--- config.mk ---
export PLATFORM = sky130hd
export DESIGN_NAME = wpc_pin_cfg
export DESIGN_NICKNAME = d
export VERILOG_FILES = /design/src/wpc_pkg.sv /design/src/wpc_pin_cfg.sv
export VERILOG_INCLUDE_DIRS = /design/src
export SDC_FILE = /design/constraint.sdc
export NUM_CORES = 1
export LEC_CHECK = 0
export BUFFER_PORTS_ARGS = -buffer_cell sky130_fd_sc_hd__buf_4
export CAP_MARGIN = 20
export CORE_ASPECT_RATIO = 0.75
export CORE_MARGIN = 1
export CORE_UTILIZATION = 35
export CTS_CLUSTER_DIAMETER = 60
export DETAILED_ROUTE_END_ITERATION = 6
export GPL_TIMING_DRIVEN = 0
export PLACE_DENSITY = 0.59
export SLEW_MARGIN = 0
export SYNTH_ARGS = -nofsm -noshare
export SYNTH_HDL_FRONTEND = slang
export SYNTH_SLANG_ARGS = --single-unit
--- constraint.sdc ---
create_clock -name aclk -period 4.1 [get_ports aclk]
set_input_delay 0.41 -clock aclk [delete_from_list [all_inputs] [get_ports aclk]]
set_output_delay 0.41 -clock aclk [all_outputs]
set_load 0.01 [all_outputs]
--- src/wpc_cfg.svh ---
// offsets, field positions, reset values and timing counts of the waveform port pin block
`ifndef WPC_CFG_SVH
`define WPC_CFG_SVH
// register byte offsets
`define WPC_OFS_SETUP     8'h00
`define WPC_OFS_ADDR      8'h04
`define WPC_OFS_ADDR_PINS 8'h08
`define WPC_OFS_FIFO      8'h0c
`define WPC_OFS_GPIO_OUT  8'h10
`define WPC_OFS_GPIO_OE   8'h14
`define WPC_OFS_STATUS    8'h18
// reset values
`define WPC_RST_SETUP     8'hc0
`define WPC_RST_WIDE      4'hf
// field positions
`define WPC_ADDR_OE_LSB   16
`define WPC_DBG_ALT_LSB   16
`define WPC_MODE_MASTER   2'b10
// axi responses
`define WPC_RESP_OKAY     2'b00
`define WPC_RESP_SLVERR   2'b10
// clock rates in MHz and half-period counts of the internal interface clock
`define WPC_CLK_MHZ       125
`define WPC_INT_FAST_MHZ  48
`define WPC_INT_SLOW_MHZ  30
`define WPC_HALF_FAST     ((`WPC_CLK_MHZ + 2 * `WPC_INT_FAST_MHZ - 1) / (2 * `WPC_INT_FAST_MHZ))
`define WPC_HALF_SLOW     ((`WPC_CLK_MHZ + 2 * `WPC_INT_SLOW_MHZ - 1) / (2 * `WPC_INT_SLOW_MHZ))
`endif

--- src/wpc_pkg.sv ---
// types shared by the waveform port pin block
`default_nettype none
package wpc_pkg;
  typedef enum logic [1:0] {
    WPC_PORTS  = 2'b00,
    WPC_RSVD   = 2'b01,
    WPC_MASTER = 2'b10,
    WPC_SLAVE  = 2'b11
  } wpc_mode_t;

  // interface setup register layout, msb first
  typedef struct packed {
    logic      clk_int;
    logic      fast;
    logic      clk_out_en;
    logic      invert;
    logic      rsvd3;
    logic      dbg_sel;
    wpc_mode_t mode;
  } wpc_setup_t;

  // one byte-wide pin group: value and active-low enable
  typedef struct packed {
    logic [7:0] out;
    logic [7:0] oe_n;
  } wpc_lane_t;
endpackage
`default_nettype wire
--- src/wpc_pin_cfg.sv ---
// pin steering, address output and interface clock control of the waveform port
//
// The AXI4-Lite interface to the registers and the address map were decided locally.
`include "wpc_cfg.svh"
`default_nettype none
module wpc_pin_cfg #(
  parameter int WORD_W = 16
) (
  // clock, reset, enable
  input  wire logic              aclk,
  input  wire logic              aresetn,
  input  wire logic              ce,
  // axi4-lite slave
  input  wire logic [7:0]        s_awaddr,
  input  wire logic              s_awvalid,
  output logic                   s_awready,
  input  wire logic [31:0]       s_wdata,
  input  wire logic [3:0]        s_wstrb,
  input  wire logic              s_wvalid,
  output logic                   s_wready,
  output logic [1:0]             s_bresp,
  output logic                   s_bvalid,
  input  wire logic              s_bready,
  input  wire logic [7:0]        s_araddr,
  input  wire logic              s_arvalid,
  output logic                   s_arready,
  output logic [31:0]            s_rdata,
  output logic [1:0]             s_rresp,
  output logic                   s_rvalid,
  input  wire logic              s_rready,
  // waveform engine side, same clock
  input  wire logic              addr_inc,
  input  wire logic [2:0]        engine_state,
  input  wire logic              lane_drive,
  input  wire logic              word_ready,
  output logic [WORD_W-1:0]      word_data,
  output logic                   word_valid,
  // usb byte stream in
  input  wire logic [7:0]        usb_byte,
  input  wire logic              usb_valid,
  output logic                   usb_ready,
  // pins
  output logic [8:0]             engine_address_out,
  output logic [8:0]             engine_address_oe_n,
  output logic [2:0]             debug_state_out,
  output logic [2:0]             debug_state_oe_n,
  output wpc_pkg::wpc_lane_t     low_lane_port,
  output wpc_pkg::wpc_lane_t     high_lane_port,
  input  wire logic              interface_clock_in,
  output logic                   interface_clock_out,
  output logic                   interface_clock_oe_n,
  output logic                   interface_clock_edge
);

  // byte-lane merge of a write, used for every register but the read-only status word
  function automatic logic [31:0] wpc_merge(input logic [31:0] old, input logic [31:0] wd,
                                            input logic [3:0] st);
    logic [31:0] r;
    r = old;
    for (int i = 0; i < 4; i++) begin
      if (st[i]) begin
        r[i*8 +: 8] = wd[i*8 +: 8];
      end
    end
    return r;
  endfunction

  // register state
  wpc_pkg::wpc_setup_t setup_ff;
  logic [8:0]          addr_cnt_ff;
  logic [8:0]          addr_alt_ff;
  logic [8:0]          addr_oe_ff;
  logic [3:0]          wide_ff;
  logic [15:0]         gpio_out_ff;
  logic [2:0]          dbg_alt_ff;
  logic [15:0]         gpio_oe_ff;

  // axi state
  logic              aw_full_ff, w_full_ff, awready_ff, wready_ff, bvalid_ff;
  logic [7:0]        awaddr_ff;
  logic [31:0]       wdata_ff;
  logic [3:0]        wstrb_ff;
  logic [1:0]        bresp_ff, rresp_ff;
  logic              arready_ff, rvalid_ff;
  logic [31:0]       rdata_ff;

  // axi decode; address and data may arrive in either order
  wire aw_take = s_awvalid & awready_ff;
  wire w_take  = s_wvalid & wready_ff;
  wire do_wr   = aw_full_ff & w_full_ff & ~bvalid_ff;
  wire ar_take = s_arvalid & arready_ff;
  wire nxt_aw_full = (aw_full_ff | aw_take) & ~do_wr;
  wire nxt_w_full  = (w_full_ff | w_take) & ~do_wr;
  wire nxt_bvalid  = (bvalid_ff & ~s_bready) | do_wr;
  wire nxt_rvalid  = (rvalid_ff & ~s_rready) | ar_take;
  wire wr_setup = do_wr & (awaddr_ff == `WPC_OFS_SETUP);
  wire wr_addr  = do_wr & (awaddr_ff == `WPC_OFS_ADDR);
  wire wr_pins  = do_wr & (awaddr_ff == `WPC_OFS_ADDR_PINS);
  wire wr_fifo  = do_wr & (awaddr_ff == `WPC_OFS_FIFO);
  wire wr_gout  = do_wr & (awaddr_ff == `WPC_OFS_GPIO_OUT);
  wire wr_goe   = do_wr & (awaddr_ff == `WPC_OFS_GPIO_OE);
  wire wr_hit   = wr_setup | wr_addr | wr_pins | wr_fifo | wr_gout | wr_goe;

  wire [31:0] pins_word = {7'h00, addr_oe_ff, 7'h00, addr_alt_ff};
  wire [31:0] gout_word = {13'h0000, dbg_alt_ff, gpio_out_ff};
  wire [31:0] wr_val_setup = wpc_merge({24'h000000, setup_ff}, wdata_ff, wstrb_ff);
  wire [31:0] wr_val_addr  = wpc_merge({23'h000000, addr_cnt_ff}, wdata_ff, wstrb_ff);
  wire [31:0] wr_val_pins  = wpc_merge(pins_word, wdata_ff, wstrb_ff);
  wire [31:0] wr_val_fifo  = wpc_merge({28'h0000000, wide_ff}, wdata_ff, wstrb_ff);
  wire [31:0] wr_val_gout  = wpc_merge(gout_word, wdata_ff, wstrb_ff);
  wire [31:0] wr_val_goe   = wpc_merge({16'h0000, gpio_oe_ff}, wdata_ff, wstrb_ff);

  // steering terms
  wire is_master = (setup_ff.mode == wpc_pkg::WPC_MASTER);
  wire is_wide   = |wide_ff;
  // selected interface clock level, also read back through the status word
  logic sel_lvl;

  // two-entry buffer: head is the output flop, spare absorbs a stall
  logic [WORD_W-1:0] head_ff, spare_ff;
  logic              head_v_ff, spare_v_ff, have_ff, ready_ff;
  logic [7:0]        hold_ff;
  wire accept   = usb_valid & ready_ff;
  wire push     = accept & (~is_wide | have_ff);
  wire [WORD_W-1:0] push_word = is_wide ? WORD_W'({usb_byte, hold_ff})
                                        : WORD_W'(usb_byte);
  wire pop      = head_v_ff & word_ready;
  wire head_free = ~head_v_ff | pop;
  wire nxt_head_v  = spare_v_ff | push | (head_v_ff & ~pop);
  wire nxt_spare_v = (spare_v_ff & ~head_free) | (push & ~head_free) |
                     (push & spare_v_ff & head_free);
  wire [WORD_W-1:0] nxt_head = ~head_free ? head_ff : (spare_v_ff ? spare_ff : push_word);
  wire [WORD_W-1:0] nxt_spare = (push & (spare_v_ff | ~head_free)) ? push_word : spare_ff;
  wire nxt_ready = ~(nxt_head_v & nxt_spare_v);
  wire nxt_have  = accept ? (is_wide & ~have_ff) : (have_ff & is_wide);

  // read mux; unmapped reads return zero with slverr
  wire [31:0] status_word = {24'h000000, spare_v_ff, head_v_ff, is_wide, is_master,
                             sel_lvl, engine_state};
  logic [31:0] rd_mux;
  logic        rd_hit;
  always_comb begin
    rd_hit = 1'b1;
    case (s_araddr)
      `WPC_OFS_SETUP:     rd_mux = {24'h000000, setup_ff};
      `WPC_OFS_ADDR:      rd_mux = {23'h000000, addr_cnt_ff};
      `WPC_OFS_ADDR_PINS: rd_mux = pins_word;
      `WPC_OFS_FIFO:      rd_mux = {28'h0000000, wide_ff};
      `WPC_OFS_GPIO_OUT:  rd_mux = gout_word;
      `WPC_OFS_GPIO_OE:   rd_mux = {16'h0000, gpio_oe_ff};
      `WPC_OFS_STATUS:    rd_mux = status_word;
      default: begin
        rd_mux = 32'h00000000;
        rd_hit = 1'b0;
      end
    endcase
  end

  // axi handshake registers
  always_ff @(posedge aclk) begin
    if (!aresetn) begin
      aw_full_ff <= 1'b0;
      w_full_ff  <= 1'b0;
      awready_ff <= 1'b0;
      wready_ff  <= 1'b0;
      bvalid_ff  <= 1'b0;
      bresp_ff   <= `WPC_RESP_OKAY;
      arready_ff <= 1'b0;
      rvalid_ff  <= 1'b0;
      rresp_ff   <= `WPC_RESP_OKAY;
      rdata_ff   <= 32'h00000000;
      awaddr_ff  <= 8'h00;
      wdata_ff   <= 32'h00000000;
      wstrb_ff   <= 4'h0;
    end else if (ce) begin
      aw_full_ff <= nxt_aw_full;
      w_full_ff  <= nxt_w_full;
      awready_ff <= ~nxt_aw_full & ~nxt_bvalid;
      wready_ff  <= ~nxt_w_full & ~nxt_bvalid;
      bvalid_ff  <= nxt_bvalid;
      arready_ff <= ~nxt_rvalid;
      rvalid_ff  <= nxt_rvalid;
      if (aw_take) awaddr_ff <= s_awaddr;
      if (w_take) begin
        wdata_ff <= s_wdata;
        wstrb_ff <= s_wstrb;
      end
      if (do_wr) bresp_ff <= wr_hit ? `WPC_RESP_OKAY : `WPC_RESP_SLVERR;
      if (ar_take) begin
        rdata_ff <= rd_mux;
        rresp_ff <= rd_hit ? `WPC_RESP_OKAY : `WPC_RESP_SLVERR;
      end
    end
  end

  // software registers; a preset write beats an increment in the same cycle
  always_ff @(posedge aclk) begin
    if (!aresetn) begin
      setup_ff    <= wpc_pkg::wpc_setup_t'(`WPC_RST_SETUP);
      addr_cnt_ff <= 9'h000;
      addr_alt_ff <= 9'h000;
      addr_oe_ff  <= 9'h000;
      wide_ff     <= `WPC_RST_WIDE;
      gpio_out_ff <= 16'h0000;
      dbg_alt_ff  <= 3'h0;
      gpio_oe_ff  <= 16'h0000;
    end else if (ce) begin
      if (wr_setup) setup_ff <= wpc_pkg::wpc_setup_t'(wr_val_setup[7:0]);
      if (wr_addr) addr_cnt_ff <= wr_val_addr[8:0];
      else if (addr_inc) addr_cnt_ff <= addr_cnt_ff + 9'h001;
      if (wr_pins) begin
        addr_alt_ff <= wr_val_pins[8:0];
        addr_oe_ff  <= wr_val_pins[`WPC_ADDR_OE_LSB +: 9];
      end
      if (wr_fifo) wide_ff <= wr_val_fifo[3:0];
      if (wr_gout) begin
        gpio_out_ff <= wr_val_gout[15:0];
        dbg_alt_ff  <= wr_val_gout[`WPC_DBG_ALT_LSB +: 3];
      end
      if (wr_goe) gpio_oe_ff <= wr_val_goe[15:0];
    end
  end

  // buffer and byte pairing
  always_ff @(posedge aclk) begin
    if (!aresetn) begin
      head_ff    <= '0;
      spare_ff   <= '0;
      head_v_ff  <= 1'b0;
      spare_v_ff <= 1'b0;
      have_ff    <= 1'b0;
      hold_ff    <= 8'h00;
      ready_ff   <= 1'b0;
    end else if (ce) begin
      head_ff    <= nxt_head;
      spare_ff   <= nxt_spare;
      head_v_ff  <= nxt_head_v;
      spare_v_ff <= nxt_spare_v;
      have_ff    <= nxt_have;
      ready_ff   <= nxt_ready;
      if (accept & ~have_ff) hold_ff <= usb_byte;
    end
  end

  // interface clock: external pin through three flops and a filter flop, internal by divider
  logic       ext_s1_ff, ext_s2_ff, ext_s3_ff, ext_lvl_ff;
  logic [3:0] div_cnt_ff;
  logic       int_clk_ff, sel_prev_ff;
  wire [3:0] half_cnt = setup_ff.fast ? 4'(`WPC_HALF_FAST) : 4'(`WPC_HALF_SLOW);
  wire div_wrap = (div_cnt_ff >= half_cnt - 4'h1);
  wire nxt_int_clk = div_wrap ? ~int_clk_ff : int_clk_ff;
  // external frequency is assumed within 5..48 MHz, so each level spans at least one sample
  wire raw_clk  = setup_ff.clk_int ? int_clk_ff : ext_lvl_ff;
  assign sel_lvl = raw_clk ^ setup_ff.invert;
  always_ff @(posedge aclk) begin
    if (!aresetn) begin
      ext_s1_ff   <= 1'b0;
      ext_s2_ff   <= 1'b0;
      ext_s3_ff   <= 1'b0;
      ext_lvl_ff  <= 1'b0;
      div_cnt_ff  <= 4'h0;
      int_clk_ff  <= 1'b0;
      sel_prev_ff <= 1'b0;
    end else if (ce) begin
      ext_s1_ff   <= interface_clock_in;
      ext_s2_ff   <= ext_s1_ff;
      ext_s3_ff   <= ext_s2_ff;
      if (ext_s2_ff == ext_s3_ff) ext_lvl_ff <= ext_s3_ff;
      div_cnt_ff  <= div_wrap ? 4'h0 : div_cnt_ff + 4'h1;
      int_clk_ff  <= nxt_int_clk;
      sel_prev_ff <= sel_lvl;
    end
  end

  // next pin values; every pin output is a flop
  wire [8:0] nxt_adr_oe_n = ~(addr_alt_ff | addr_oe_ff);
  wire [2:0] nxt_dbg_oe_n = setup_ff.dbg_sel ? 3'h0 : 3'h7;
  wire [2:0] nxt_dbg_out  = setup_ff.dbg_sel ? engine_state : 3'h0;
  wire       lane_on      = is_master & lane_drive;
  wire wpc_pkg::wpc_lane_t nxt_low  = is_master ?
      wpc_pkg::wpc_lane_t'{out: head_ff[7:0], oe_n: {8{~lane_on}}} :
      wpc_pkg::wpc_lane_t'{out: gpio_out_ff[7:0], oe_n: ~gpio_oe_ff[7:0]};
  wire wpc_pkg::wpc_lane_t nxt_high = (is_master & is_wide) ?
      wpc_pkg::wpc_lane_t'{out: head_ff[WORD_W-1:8], oe_n: {8{~lane_on}}} :
      wpc_pkg::wpc_lane_t'{out: gpio_out_ff[15:8], oe_n: ~gpio_oe_ff[15:8]};
  // only the internal source may be driven out; external keeps the pin an input
  wire nxt_clk_oe_n = ~(setup_ff.clk_int & setup_ff.clk_out_en);

  logic [8:0]         adr_out_ff, adr_oe_n_ff;
  logic [2:0]         dbg_out_ff, dbg_oe_n_ff;
  wpc_pkg::wpc_lane_t low_ff, high_ff;
  logic               clk_out_ff, clk_oe_n_ff, edge_ff;
  always_ff @(posedge aclk) begin
    if (!aresetn) begin
      adr_out_ff  <= 9'h000;
      adr_oe_n_ff <= 9'h1ff;
      dbg_out_ff  <= 3'h0;
      dbg_oe_n_ff <= 3'h7;
      low_ff      <= '{out: 8'h00, oe_n: 8'hff};
      high_ff     <= '{out: 8'h00, oe_n: 8'hff};
      clk_out_ff  <= 1'b0;
      clk_oe_n_ff <= 1'b1;
      edge_ff     <= 1'b0;
    end else if (ce) begin
      adr_out_ff  <= addr_cnt_ff;
      adr_oe_n_ff <= nxt_adr_oe_n;
      dbg_out_ff  <= nxt_dbg_out;
      dbg_oe_n_ff <= nxt_dbg_oe_n;
      low_ff      <= nxt_low;
      high_ff     <= nxt_high;
      clk_out_ff  <= nxt_int_clk ^ setup_ff.invert;
      clk_oe_n_ff <= nxt_clk_oe_n;
      edge_ff     <= sel_lvl & ~sel_prev_ff;
    end
  end

  // output connections
  assign s_awready = awready_ff;
  assign s_wready  = wready_ff;
  assign s_bvalid  = bvalid_ff;
  assign s_bresp   = bresp_ff;
  assign s_arready = arready_ff;
  assign s_rvalid  = rvalid_ff;
  assign s_rdata   = rdata_ff;
  assign s_rresp   = rresp_ff;
  assign word_data = head_ff;
  assign word_valid = head_v_ff;
  assign usb_ready = ready_ff;
  assign engine_address_out   = adr_out_ff;
  assign engine_address_oe_n  = adr_oe_n_ff;
  assign debug_state_out      = dbg_out_ff;
  assign debug_state_oe_n     = dbg_oe_n_ff;
  assign low_lane_port        = low_ff;
  assign high_lane_port       = high_ff;
  assign interface_clock_out  = clk_out_ff;
  assign interface_clock_oe_n = clk_oe_n_ff;
  assign interface_clock_edge = edge_ff;
endmodule
`default_nettype wire

======== Word-level counts from Yosys, hierarchy flattened ========
Index checks and enable logic that the tools add are counted.
word-level totals
  bits in registers ....................... 267
  bits in latches ......................... 0
  RAM bits ................................ 0
  ROM bits ................................ 0
  input bits .............................. 76
  output and inout bits ................... 118
  logic and storage cells ................. 195
  memories kept ........................... 0
cells by class
  add/subtract/negate cells ............... 3
  $mul .................................... 0
  divide/modulo/power cells ............... 0
  order comparisons ....................... 1
  eq/ne operators ......................... 15
  shift operators ......................... 0
  multiplexer cells ....................... 19
  bitwise gates (word level) .............. 74
  reductions and logical operators ........ 26
operator list
  operator                                                          number
  25-bit one-hot mux with 7 select lines                            1
  16-bit 2-to-1 mux                                                 4
  8-bit by 5-bit == test with 1-bit output (second input constant)  5
  3-bit AND reduction                                               13
  1-bit AND                                                         34
  8-bit by 4-bit == test with 1-bit output (second input constant)  4
  9-bit 2-to-1 mux                                                  2
  1-bit inverter                                                    18
  8-bit by 3-bit == test with 1-bit output (second input constant)  2
  8-bit zero test                                                   2
  8-bit inverter                                                    2
  1-bit OR                                                          16
  2-bit AND reduction                                               8
  9-bit by 1-bit adder with 9-bit output (second input constant)    1
  9-bit inverter                                                    1
  9-bit OR                                                          1
  8-bit 2-to-1 mux                                                  1
  7-bit OR reduction                                                1
  1-bit 2-to-1 mux                                                  6
  3-bit 2-to-1 mux                                                  2
  4-bit by 1-bit adder with 4-bit output (second input constant)    1
  4-bit greater-or-equal comparator                                 1
  2-bit 2-to-1 mux                                                  2
  4-bit 2-to-1 mux                                                  1
  other kinds (7)                                                   9

======== Longest topological paths before layout ========
Gate-level depths: netlist (run 1).
  word-level depth ........................ 9
  mapped depth ............................ 7
  depth with buffers taken out ............ 7

======== Least setup slack after synthesis (run 1) ========
Ideal clock, no wire load.
  path type ............................... flip-flop to flip-flop
  from .................................... register awaddr_ff[4]
  to ...................................... register addr_cnt_ff[7]
  library setup time ...................... 0.128 ns
  data arrival time ....................... 1.801 ns
  required time ........................... 3.972 ns
  setup slack ............................. 2.171 ns
  cell stages (with the launch flop) ...... 7
  buffers on the path ..................... 1
  clock period less this slack ............ 1.929 ns
  cell sequence ........................... dfxtp_1 -> buf_2 -> or4_4 -> nor4_4 -> a31oi_1 -> a22oi_1 -> o21ai_1
between the ends
  longest elaborated chain between the ends .. 4
  elaborated cells on any way between the ends .. 6
  those cells by class .................... eq/ne (2); mux (1); bitwise (1); reduce/logical (2)
ends and longest elaborated chain
  element                                                               line                RTL
  start, declared                                                       wpc_pin_cfg.sv:80   logic [7:0] awaddr_ff;
  start signal, assigned                                                wpc_pin_cfg.sv:183  if (aw_take) awaddr_ff <= s_awaddr;
  8-bit by 3-bit == test with 1-bit output (no line) *                  --
  1-bit AND *                                                           wpc_pin_cfg.sv:97   wire wr_addr = do_wr & (awaddr_ff == `WPC_OFS_ADDR);
  2-bit != test (no line) / 2-bit nonzero test (equally long branches)  --
  3-bit AND reduction (no line)                                         --
  end signal, assigned                                                  wpc_pin_cfg.sv:209  if (wr_addr) addr_cnt_ff <= wr_val_addr[8:0];
  end signal, assigned                                                  wpc_pin_cfg.sv:210  else if (addr_inc) addr_cnt_ff <= addr_cnt_ff + 9'h001;
  end, declared                                                         wpc_pin_cfg.sv:70   logic [8:0] addr_cnt_ff;
Every way passes the cells marked *; elsewhere a longest branch is shown, timed or not.
A chain may end at the register's enable or synchronous reset.

==> results of run 1 <==
[worst max path at each step]
stage	slack (ps)	end
after global routing	1380	gpio_oe_ff[2]
after CTS	1700	engine_address_oe_n[1]
final	1660	engine_address_oe_n[1]
after global placement	1130	engine_address_oe_n[1]
after detailed placement	1140	engine_address_oe_n[1]
after floorplan	2170	addr_cnt_ff[7]
[registers in the layout (all words and copies together) (netlist names), 9 cells and up]
| register | count |
|---|---|
| s_rdata | 25 |
| wdata_ff | 25 |
| gpio_oe_ff | 16 |
| gpio_out_ff | 16 |
| high_lane_port | 16 |
| low_lane_port | 16 |
| spare_ff | 16 |
| word_data | 16 |
| addr_alt_ff | 9 |
| addr_cnt_ff | 9 |
| addr_oe_ff | 9 |
| engine_address_oe_n | 9 |
| engine_address_out | 9 |
[synthesized netlist by cell type (8+ instances only)]
library cell / n
a211oi_1: 29
o211ai_1: 9
nand4_1: 10
a311oi_1: 9
buf_2: 11
a22oi_1: 13
nand3_1: 44
o21ai_0: 61
mux2i_1: 90
nor3_1: 12
clkbuf_1: 66
nand2_1: 262
a21oi_1: 119
dfxtp_1: 256
inv_1: 8
nor2_1: 118
nor2b_1: 8
o22ai_1: 10
a22o_1: 8
a211o_1: 10
buf_4: 14
[layout make-up]
class                   instances  area (um2)  share of cell area (%)
repair buffers                177        1330                    9.85
well taps                     392         490                    3.64
plain buffers                  96         427                    3.17
flip-flops and latches        256        5120                    38.1
inverters                      10        37.5                   0.279
clock inverters                12         174                    1.29
clock buffers                  40         797                    5.92
multi-input cells             907        5090                    37.8
[layer usage]
layer	global-route usage, %	vias up	part of all wire, %
met2	33.8	397	40
met1	38.0	4808	51
li1	-	4840	-
met5	0	-	0
met3	4.07	40	7.3
met4	4.33	0	1.6
[cell usage in the layout, fill, tap and decap left out, types with 9 or more instances in the layout]
cell and n:
a21oi_1 119, o22ai_1 10, buf_2 12, nand2_1 262, o21ai_0 61, clkbuf_1 74
dfxtp_1 256, a211oi_1 29, clkbuf_16 29, nor3_1 12, o211ai_1 9, nand4_1 10
a211o_1 10, a311oi_1 9, nor2_1 118, buf_4 190, conb_1 9, mux2i_1 90
nand3_1 44, a22oi_1 13
[power by group]
group	switching (W)	leakage, nW	internal, W
logic	0.000255	2.75	0.000160
clock network	0.00106	0.480	0.00161
registers	0.0000444	2.07	0.00253
total	0.00136	5.30	0.00430
[stage by stage]
step                      hold slack [ps]  worst slack [ps]  total power, W  instance area, um2  utilization, %
after detailed placement              437              1140         0.00304               12500            42.3
final                                 111              1660         0.00567               13500            45.6
after global routing                  112              1380         0.00583               13500            45.6
after global placement                436              1130         0.00304               12500            42.3
after CTS                            98.1              1700         0.00568               13500            45.6
after floorplan                       436              2170         0.00283               10700               -
[logic make-up after synthesis]
family | count (synthesis)
adder cells (fa/ha/maj) | 5
flip-flops | 256
AND/OR/NAND/NOR | 498
other | 1
multiplexers | 97
buffers and inverters | 106
XOR/XNOR | 7
AO/OA/AOI/OAI | 291
[worst max-delay path, cell delays in order]
cell,delay [ps]
buf_4,180
clkbuf_1,570
clkbuf_1,650
buf_1,610
o21ai_0,220
o21ai_0,120
nand2_1,60
==> impl_metrics.yaml, run 1 <==
run_status:
  status: "completed"
timing:
  tns_ps: 0
  skew_ps: 14.3
  maxSlewHeadroom_pct: 34.1
  finalSetupViolCount: 0
  min_period_ps: 2440
  rsz0062_at_grt: "false"
  slew_viol_final: 0
  finalHoldViolCount: 0
  timing.final.crit_share_pct: 59.6
  worst_pin_slew_ps: 989
  fmax_mhz: 409
floorplan:
  die_area_um2: 31100
  coreArea_um2: 29500
  rows: 54
  dieWidth_um: 203
  initial_core_util_pct: 36.1
  die_h_um: 153
  io_pins: 194
yosys:
  syn_inst: 1261
  synth_fa_ha_area_share_pct: 0.588
  synth-compound-area-share_pct: 16.7
  ys_ff_latch: 256
  yosys.area.top_type_share_pct: 48.1
  synth_top_family_by_area: "simple AND/OR/NAND/NOR gates"
  synth.largest_area_cell: "dfxtp_1"
  synth_xor_area_share_pct: 0.576
  seq_area_frac_synth_pct: 48.1
  synth_area_leaders: "dfxtp_1 48%, nand2_1 9.2%, mux2i_1 8.5%, a21oi_1 5.6%, nor2_1 4.2%"
  ys_warn_count: 0
  synth_edf_count: 0
  ys.flop_type: "dfxtp_1"
  netlist_area_um2: 10600
  synth-simple-area-share_pct: 20.2
  synth.mux.area_fraction_pct: 9.41
  synth.avg_cell_area_um2: 8.44
  postSynth.asyncResetShare_pct: 0
  synth.distinct_cells: 58
layout:
  fillers: 2937
  drive_gt1_share_pct: 17.6
  syn_to_final_growth_pct: 26.5
  nNetsFinal: 1557
  final_cells: 1890
  num_antenna_cells: 0
drt:
  drt_iter0_drc: 812
  antenna_left: 0
  routedWlPerCell_um: 20.4
  vias: 10100
  drc: 0
  viasPerCell: 5.34
  dr.pass1.iters: 7
  wl_um: 38500
power:
  irDropWorstVdd_mv: 0.218
  power_density_nw_per_um2: 421
  p_leak_nw: 5.30
place:
  place_hpwl_um: 29600
  numPortBuffers: 176
  gp_congestion: 0.958
  numPlacedInstances: 1838
clock_tree:
  clockBufferDepth: 3
  cts_hold_buf: 0
  clock-root-buffer: "clkbuf_16"
  numCtsBuffers: 28
  tritoncts: "done"
  cts_setup_buffers: 0
  clk_pin_slew_ps: 60
  clock_sinks: 256
  clock_latency_ps: 550
  htree_levels: 1
  cts_resized: 0
hold_path:
  worstHoldPathType: "primary input to flop"
  hold_depth: 3
  worst_hold_startpoint: "s_awaddr[6]"
  hold_end: "awaddr_ff[6]"
critical_path:
  r2r_end: "gpio_oe_ff[3]"
  crit_type: "primary input to flop"
  crit_start: "ce"
  cp-start-kind: "primary input"
  critPathMaxFanout: 10
  worst-r2r-setup-slack_ps: 1690
  cp.required_ps: 4510
  rr_worst_depth: 5
  crit_path_end_kind: "flop"
  reg2reg_from: "awaddr_ff[7]"
  arrival_ps: 2850
global_route:
  grt_start_max_net_pins: 14
  grt_pass1_wl_um: 57500
  grt_usage_pct: 24.1
  grt_pass1_vias: 9299
  antenna_found_initial: 0
  grt-ovfl-total: 0
flow_run:
  drv_cap: 0
Power figures use the tool's default switching activity.
==> run 2: changes to the inputs <==
- ABC_AREA: unset -> 1
- PLACE_DENSITY: 0.59 -> 0.61
- clock period: 4.1 -> 2.2 ns (I/O delays scaled with it)
==> run 2 against run 1 <==
  * Synthesized cell count is 16% higher
  * Largest power group is now sequential cells
  * Area after synthesis rose by 2.7%
  * Highest routed layer unchanged
  * Core utilization is 0.52 points higher
  * First-iteration DRC count increased by 32%
  * Combinational power grew 130%
  * Routed wire length increased by 5.5%
  * Non-clock buffer count increased by 39
  * Register-to-register slack worse by 1500 ps
  * Power up 81%
  * Die area increased by 2.7%
  * Final area rose by 4.2%
==> impl_metrics.yaml, run 2 <==
clock_tree:
  cts_setup_buffers: 0
  numCtsBuffers: 27
  clockBufferDepth: 3
  tritoncts: "done"
  htree_levels: 1
  clock-root-buffer: "clkbuf_16"
  clock_latency_ps: 550
  clk_pin_slew_ps: 60
  cts_hold_buf: 42
  cts_resized: 0
  clock_sinks: 256
yosys:
  seq_area_frac_synth_pct: 46.9
  synth.avg_cell_area_um2: 7.49
  ys.flop_type: "dfxtp_1"
  ys_warn_count: 0
  synth.largest_area_cell: "dfxtp_1"
  post-synth-top-count-cell: "dfxtp_1"
  synthTopCellsByCount: "256 x dfxtp_1, 239 x nand2_1, 214 x a21oi_1, 164 x o21ai_0, 150 x inv_1"
  ys_ff_latch: 256
  syn_inst: 1459
  yosys.area.top_type_share_pct: 46.9
  synth.distinct_cells: 38
  synth_edf_count: 0
  synth_area_leaders: "dfxtp_1 47%, a21oi_1 9.8%, nand2_1 8.2%, o21ai_0 7.5%, inv_1 5.1%"
  netlist_area_um2: 10900
  postSynth.asyncResetShare_pct: 0
global_route:
  grt-ovfl-total: 0
  grt_pass1_wl_um: 60400
  grt_pass1_vias: 10100
  antenna_found_initial: 0
  grt_usage_pct: 25.1
  grt_start_max_net_pins: 13
critical_path:
  crit_type: "flop to flop"
  arrival_ps: 2400
  critPathMaxFanout: 10
  worst-r2r-setup-slack_ps: 230
  crit_path_end_kind: "flop"
  cp-start-kind: "flop"
  cp.required_ps: 2630
timing:
  skew_ps: 12.6
  worst_pin_slew_ps: 850
  fmax_mhz: 508
  finalHoldViolCount: 0
  slew_viol_final: 0
  finalSetupViolCount: 0
  maxSlewHeadroom_pct: 43.3
  timing.final.crit_share_pct: 89.4
  min_period_ps: 1970
  tns_ps: 0
  rsz0062_at_grt: "false"
floorplan:
  io_pins: 194
  dieWidth_um: 206
  coreArea_um2: 30400
  die_area_um2: 32000
  die_h_um: 155
  initial_core_util_pct: 35.9
  rows: 55
power:
  irDropWorstVdd_mv: 0.482
  p_leak_nw: 5.79
  total_power_w: 0.0103
  power_density_nw_per_um2: 732
place:
  gp_congestion: 0.915
  place_hpwl_um: 31000
  dpl_cell_area_um2: 12800
  numPortBuffers: 176
drt:
  vias: 11000
  viasPerCell: 5.18
  routedWlPerCell_um: 19.1
  wl_um: 40600
  drt_iter0_drc: 1068
  antenna_left: 0
  drc: 0
  dr.pass1.iters: 7
layout:
  syn_to_final_growth_pct: 28.3
  final_cell_mix: "256 x dfxtp_1, 239 x nand2_1, 214 x a21oi_1"
  nNetsFinal: 1795
  num_antenna_cells: 0
  final_cell_area_um2: 14000
  drive_gt1_share_pct: 17.5
  layout_commonest_cell: "dfxtp_1"
hold_path:
  worstHoldPathType: "primary input to flop"
flow_run:
  drv_cap: 0
run_status:
  status: "completed"
[run 2: changes by cell type after synthesis, sizes merged, moves of 22 or more]
cell / delta
a211oi: -28
a21oi: +97
inv: +152
mux2i: -90
nand3: +22
o211ai: +38
o21ai: +127
[run 2: metrics by stage]
step	hold WS [ps]	utilization (%)	instances	setup slack [ps]
finish	22.3	46.1	2126	233
global route	24.3	46.1	2126	108
CTS	5.02	46.1	2126	336
detailed placement	438	42.0	2042	260
global placement	433	42.0	2042	271
floorplan	355	-	1467	812
[run 2: metal layers]
metal / part of all wire (%) / routed length [um] / GRT usage, %
met4: 2.0 / 814 / 5.36
met2: 42 / 16900 / 36.5
met3: 8.9 / 3610 / 5.40
met1: 48 / 19300 / 37.5
met5: 0 / 0 / 0
[run 2: report_power, final]
part / internal, W / switching, W / leakage (nW)
Combinational: 0.000392 / 0.000579 / 3.31
Sequential: 0.00476 / 0.000134 / 2.08
Clock: 0.00254 / 0.00186 / 0.404
[run 2: cell type report]
type / instances / area (um2)
fill: 3086 / 16400
timing repair buffer: 218 / 1740
inverter: 163 / 617
multi-input combinational: 954 / 4740
tap: 399 / 499
buffer: 94 / 479
clock inverter: 4 / 47.5
sequential: 256 / 5120
clock buffer: 38 / 777
[run 2: cells by family after synthesis]
group	Yosys count	synth area share (%)
other cells	1	0.0343
xor+xnor	6	0.481
flops	256	46.9
compound gates	483	23.9
buf+inv	257	10.0
fa+ha+maj	5	0.572
simple gates	451	18.2
[run 2: final timing paths]
path | startpoint | endpoint | cells after the start
setup / recovery | awaddr_ff[6] | gpio_out_ff[13] | 7
hold / removal | s_wdata[2] | wdata_ff[2] | 3
setup reg to reg | awaddr_ff[6] | gpio_out_ff[13] | 7
hold reg to reg | spare_ff[4] | spare_ff[4] | 2
[run 2: worst max-delay path, cell delays in order, from the launching register on]
cell and delay (ps):
dfxtp_1 290, inv_1 100, nand4_1 210, nor2_1 400, nand3_1 360, buf_2 300, o21ai_1 130, a21oi_1 50
==> run 3: changes to the inputs <==
- CTS_BUF_LIST: unset -> sky130_fd_sc_hd__clkbuf_16
==> run 3 against run 2 <==
  * Clock power shrank 5.0%
  * Clock skew down 1.0 ps
  * Power down 2.2%
  * Worst setup slack improved by 30 ps
  * Die area unchanged
  * Final area decreased by 0.50%
  * Core utilization fell by 0.23 points
  * Routed wire length about the same
  * Hold slack improved by 3.6 ps
  * Flip-flop and latch count stayed put
  * Critical path type unchanged
  * Critical endpoint unchanged
  * Largest power group unchanged
==> impl_metrics.yaml, run 3 (synthesized netlist as in run 2, its figures left out) <==
clock_tree:
  tritoncts: "done"
  clk_pin_slew_ps: 60
  numCtsBuffers: 27
  clock_sinks: 256
  cts_setup_buffers: 0
  clockBufferDepth: 3
  clock-root-buffer: "clkbuf_16"
  clock_latency_ps: 550
  htree_levels: 1
timing:
  skew_ps: 11.6
  finalSetupViolCount: 0
  min_period_ps: 1940
  fmax_mhz: 516
  layout_setup_ws_ps: 262
  worst_pin_slew_ps: 827
  slew_viol_final: 0
  maxSlewHeadroom_pct: 44.9
  rsz0062_at_grt: "false"
  finalHoldViolCount: 0
  timing.final.crit_share_pct: 88.1
  tns_ps: 0
critical_path:
  worst-r2r-setup-slack_ps: 260
  rr_worst_depth: 7
  reg2reg_from: "awaddr_ff[6]"
  r2r_end: "gpio_out_ff[13]"
  critPathMaxFanout: 10
  crit_type: "flop to flop"
  cp-start-kind: "flop"
  arrival_ps: 2370
  cp.required_ps: 2630
  crit_path_end_kind: "flop"
floorplan:
  die_h_um: 155
  coreArea_um2: 30400
  io_pins: 194
  initial_core_util_pct: 35.9
  rows: 55
  dieWidth_um: 206
  die_area_um2: 32000
drt:
  routedWlPerCell_um: 19.1
  viasPerCell: 5.19
  drt_iter0_drc: 1102
  vias: 11000
  wl_um: 40700
  dr.pass1.iters: 5
  antenna_left: 0
  drc: 0
hold_path:
  hold_end: "wdata_ff[11]"
  worstHoldPathType: "primary input to flop"
  worst_hold_startpoint: "s_wdata[11]"
  hold_depth: 3
power:
  combPwrFrac_pct: 9.6
  irDropWorstVdd_mv: 0.477
  internal-power_w: 0.00746
  p_leak_nw: 5.78
  seq_power_share_pct: 48.8
  p_switching_w: 0.00258
  power_density_nw_per_um2: 719
  p_sw_share_pct: 25.7
  total_power_w: 0.0100
  clkPwrFrac_pct: 41.5
run_status:
  status: "completed"
place:
  preCtsSetupSlack_ps: 260
  gp_congestion: 0.915
  numPortBuffers: 176
  place_hpwl_um: 31000
  numPlacedInstances: 2042
layout:
  final_cells: 2125
  syn_to_final_growth_pct: 27.7
  final_cell_mix: "256 x dfxtp_1, 239 x nand2_1, 214 x a21oi_1"
  num_antenna_cells: 0
  nNetsFinal: 1794
  drive_gt1_share_pct: 17.2
  fillers: 3102
  layout_commonest_cell: "dfxtp_1"
global_route:
  busiest_layer: "met1"
  grt_pass1_wl_um: 60400
  grt_usage_pct: 25.1
  grt_start_max_net_pins: 13
  antenna_found_initial: 0
  use_met3_pct: 5.40
  grt-ovfl-total: 0
  grtUsageMet2_pct: 36.4
  grt_pass1_vias: 10100
  use_met1_pct: 37.5
flow_run:
  drv_cap: 0
run 3: cell types whose count changed in the layout (fill, tap and decap cells not counted), sizes merged:
cell         change
clkinv           +6
clkbuf          -11
dlygate4sd3      -1
inv              +5
run 3: power by group through the flow:
stage / logic, W / clock network (W) / registers, W
after floorplan: 0.000454 / 0 / 0.00497
after global placement: 0.000887 / 0 / 0.00500
after detailed placement: 0.000896 / 0 / 0.00500
after CTS: 0.000959 / 0.00423 / 0.00490
after global routing: 0.00105 / 0.00442 / 0.00491
final: 0.000968 / 0.00417 / 0.00490
run 3: area by class of cell:
cell class	instances	area, um2	share of cell area [%]
sequential	256	5120	36.7
clock inverter	15	88.8	0.636
tap	399	499	3.58
clock buffer	27	676	4.84
buffer	94	479	3.43
multi-input combinational	954	4740	34.0
timing repair buffer	217	1730	12.4
inverter	163	617	4.42
run 3: routing by layer:
metal	vias up	wire [um]
met5	-	0
li1	5353	-
met2	473	16900
met1	5140	19400
met3	56	3560
met4	0	809
run 3: how the worst max path moves through the flow:
| stage | from | slack [ps] | depth (start not counted) | to |
|---|---|---|---|---|
| global route | awaddr_ff[6] | 110 | 7 | gpio_out_ff[14] |
| floorplan | s_bvalid | 810 | 9 | gpio_oe_ff[5] |
| detailed placement | ce | 260 | 6 | wdata_ff[5] |
| finish | awaddr_ff[6] | 260 | 7 | gpio_out_ff[13] |
| global placement | ce | 270 | 6 | wdata_ff[6] |
| CTS | awaddr_ff[1] | 340 | 7 | setup_ff[6] |
run 3: per-stage QoR:
| stage | cell area (um2) | hold slack [ps] | util [%] |
|---|---|---|---|
| after detailed placement | 12800 | 438 | 42.0 |
| after floorplan | 11000 | 355 | - |
| final | 14000 | 25.9 | 45.9 |
| after global placement | 12800 | 433 | 42.0 |
| after CTS | 14000 | 3.84 | 45.9 |
| after global routing | 14000 | 24.8 | 45.9 |
run 3: critical path, cell delays in order, from the launching register on:
cell	delay (ps)
dfxtp_1	290
inv_1	110
nand4_1	210
nor2_1	390
nand3_1	340
buf_2	300
o21ai_1	130
a21oi_1	50
run 3: timing repair:
action                                 CTS  global route
resized for setup                        0             0
hold buffers                            41             0
endpoints found under the hold margin   41             0
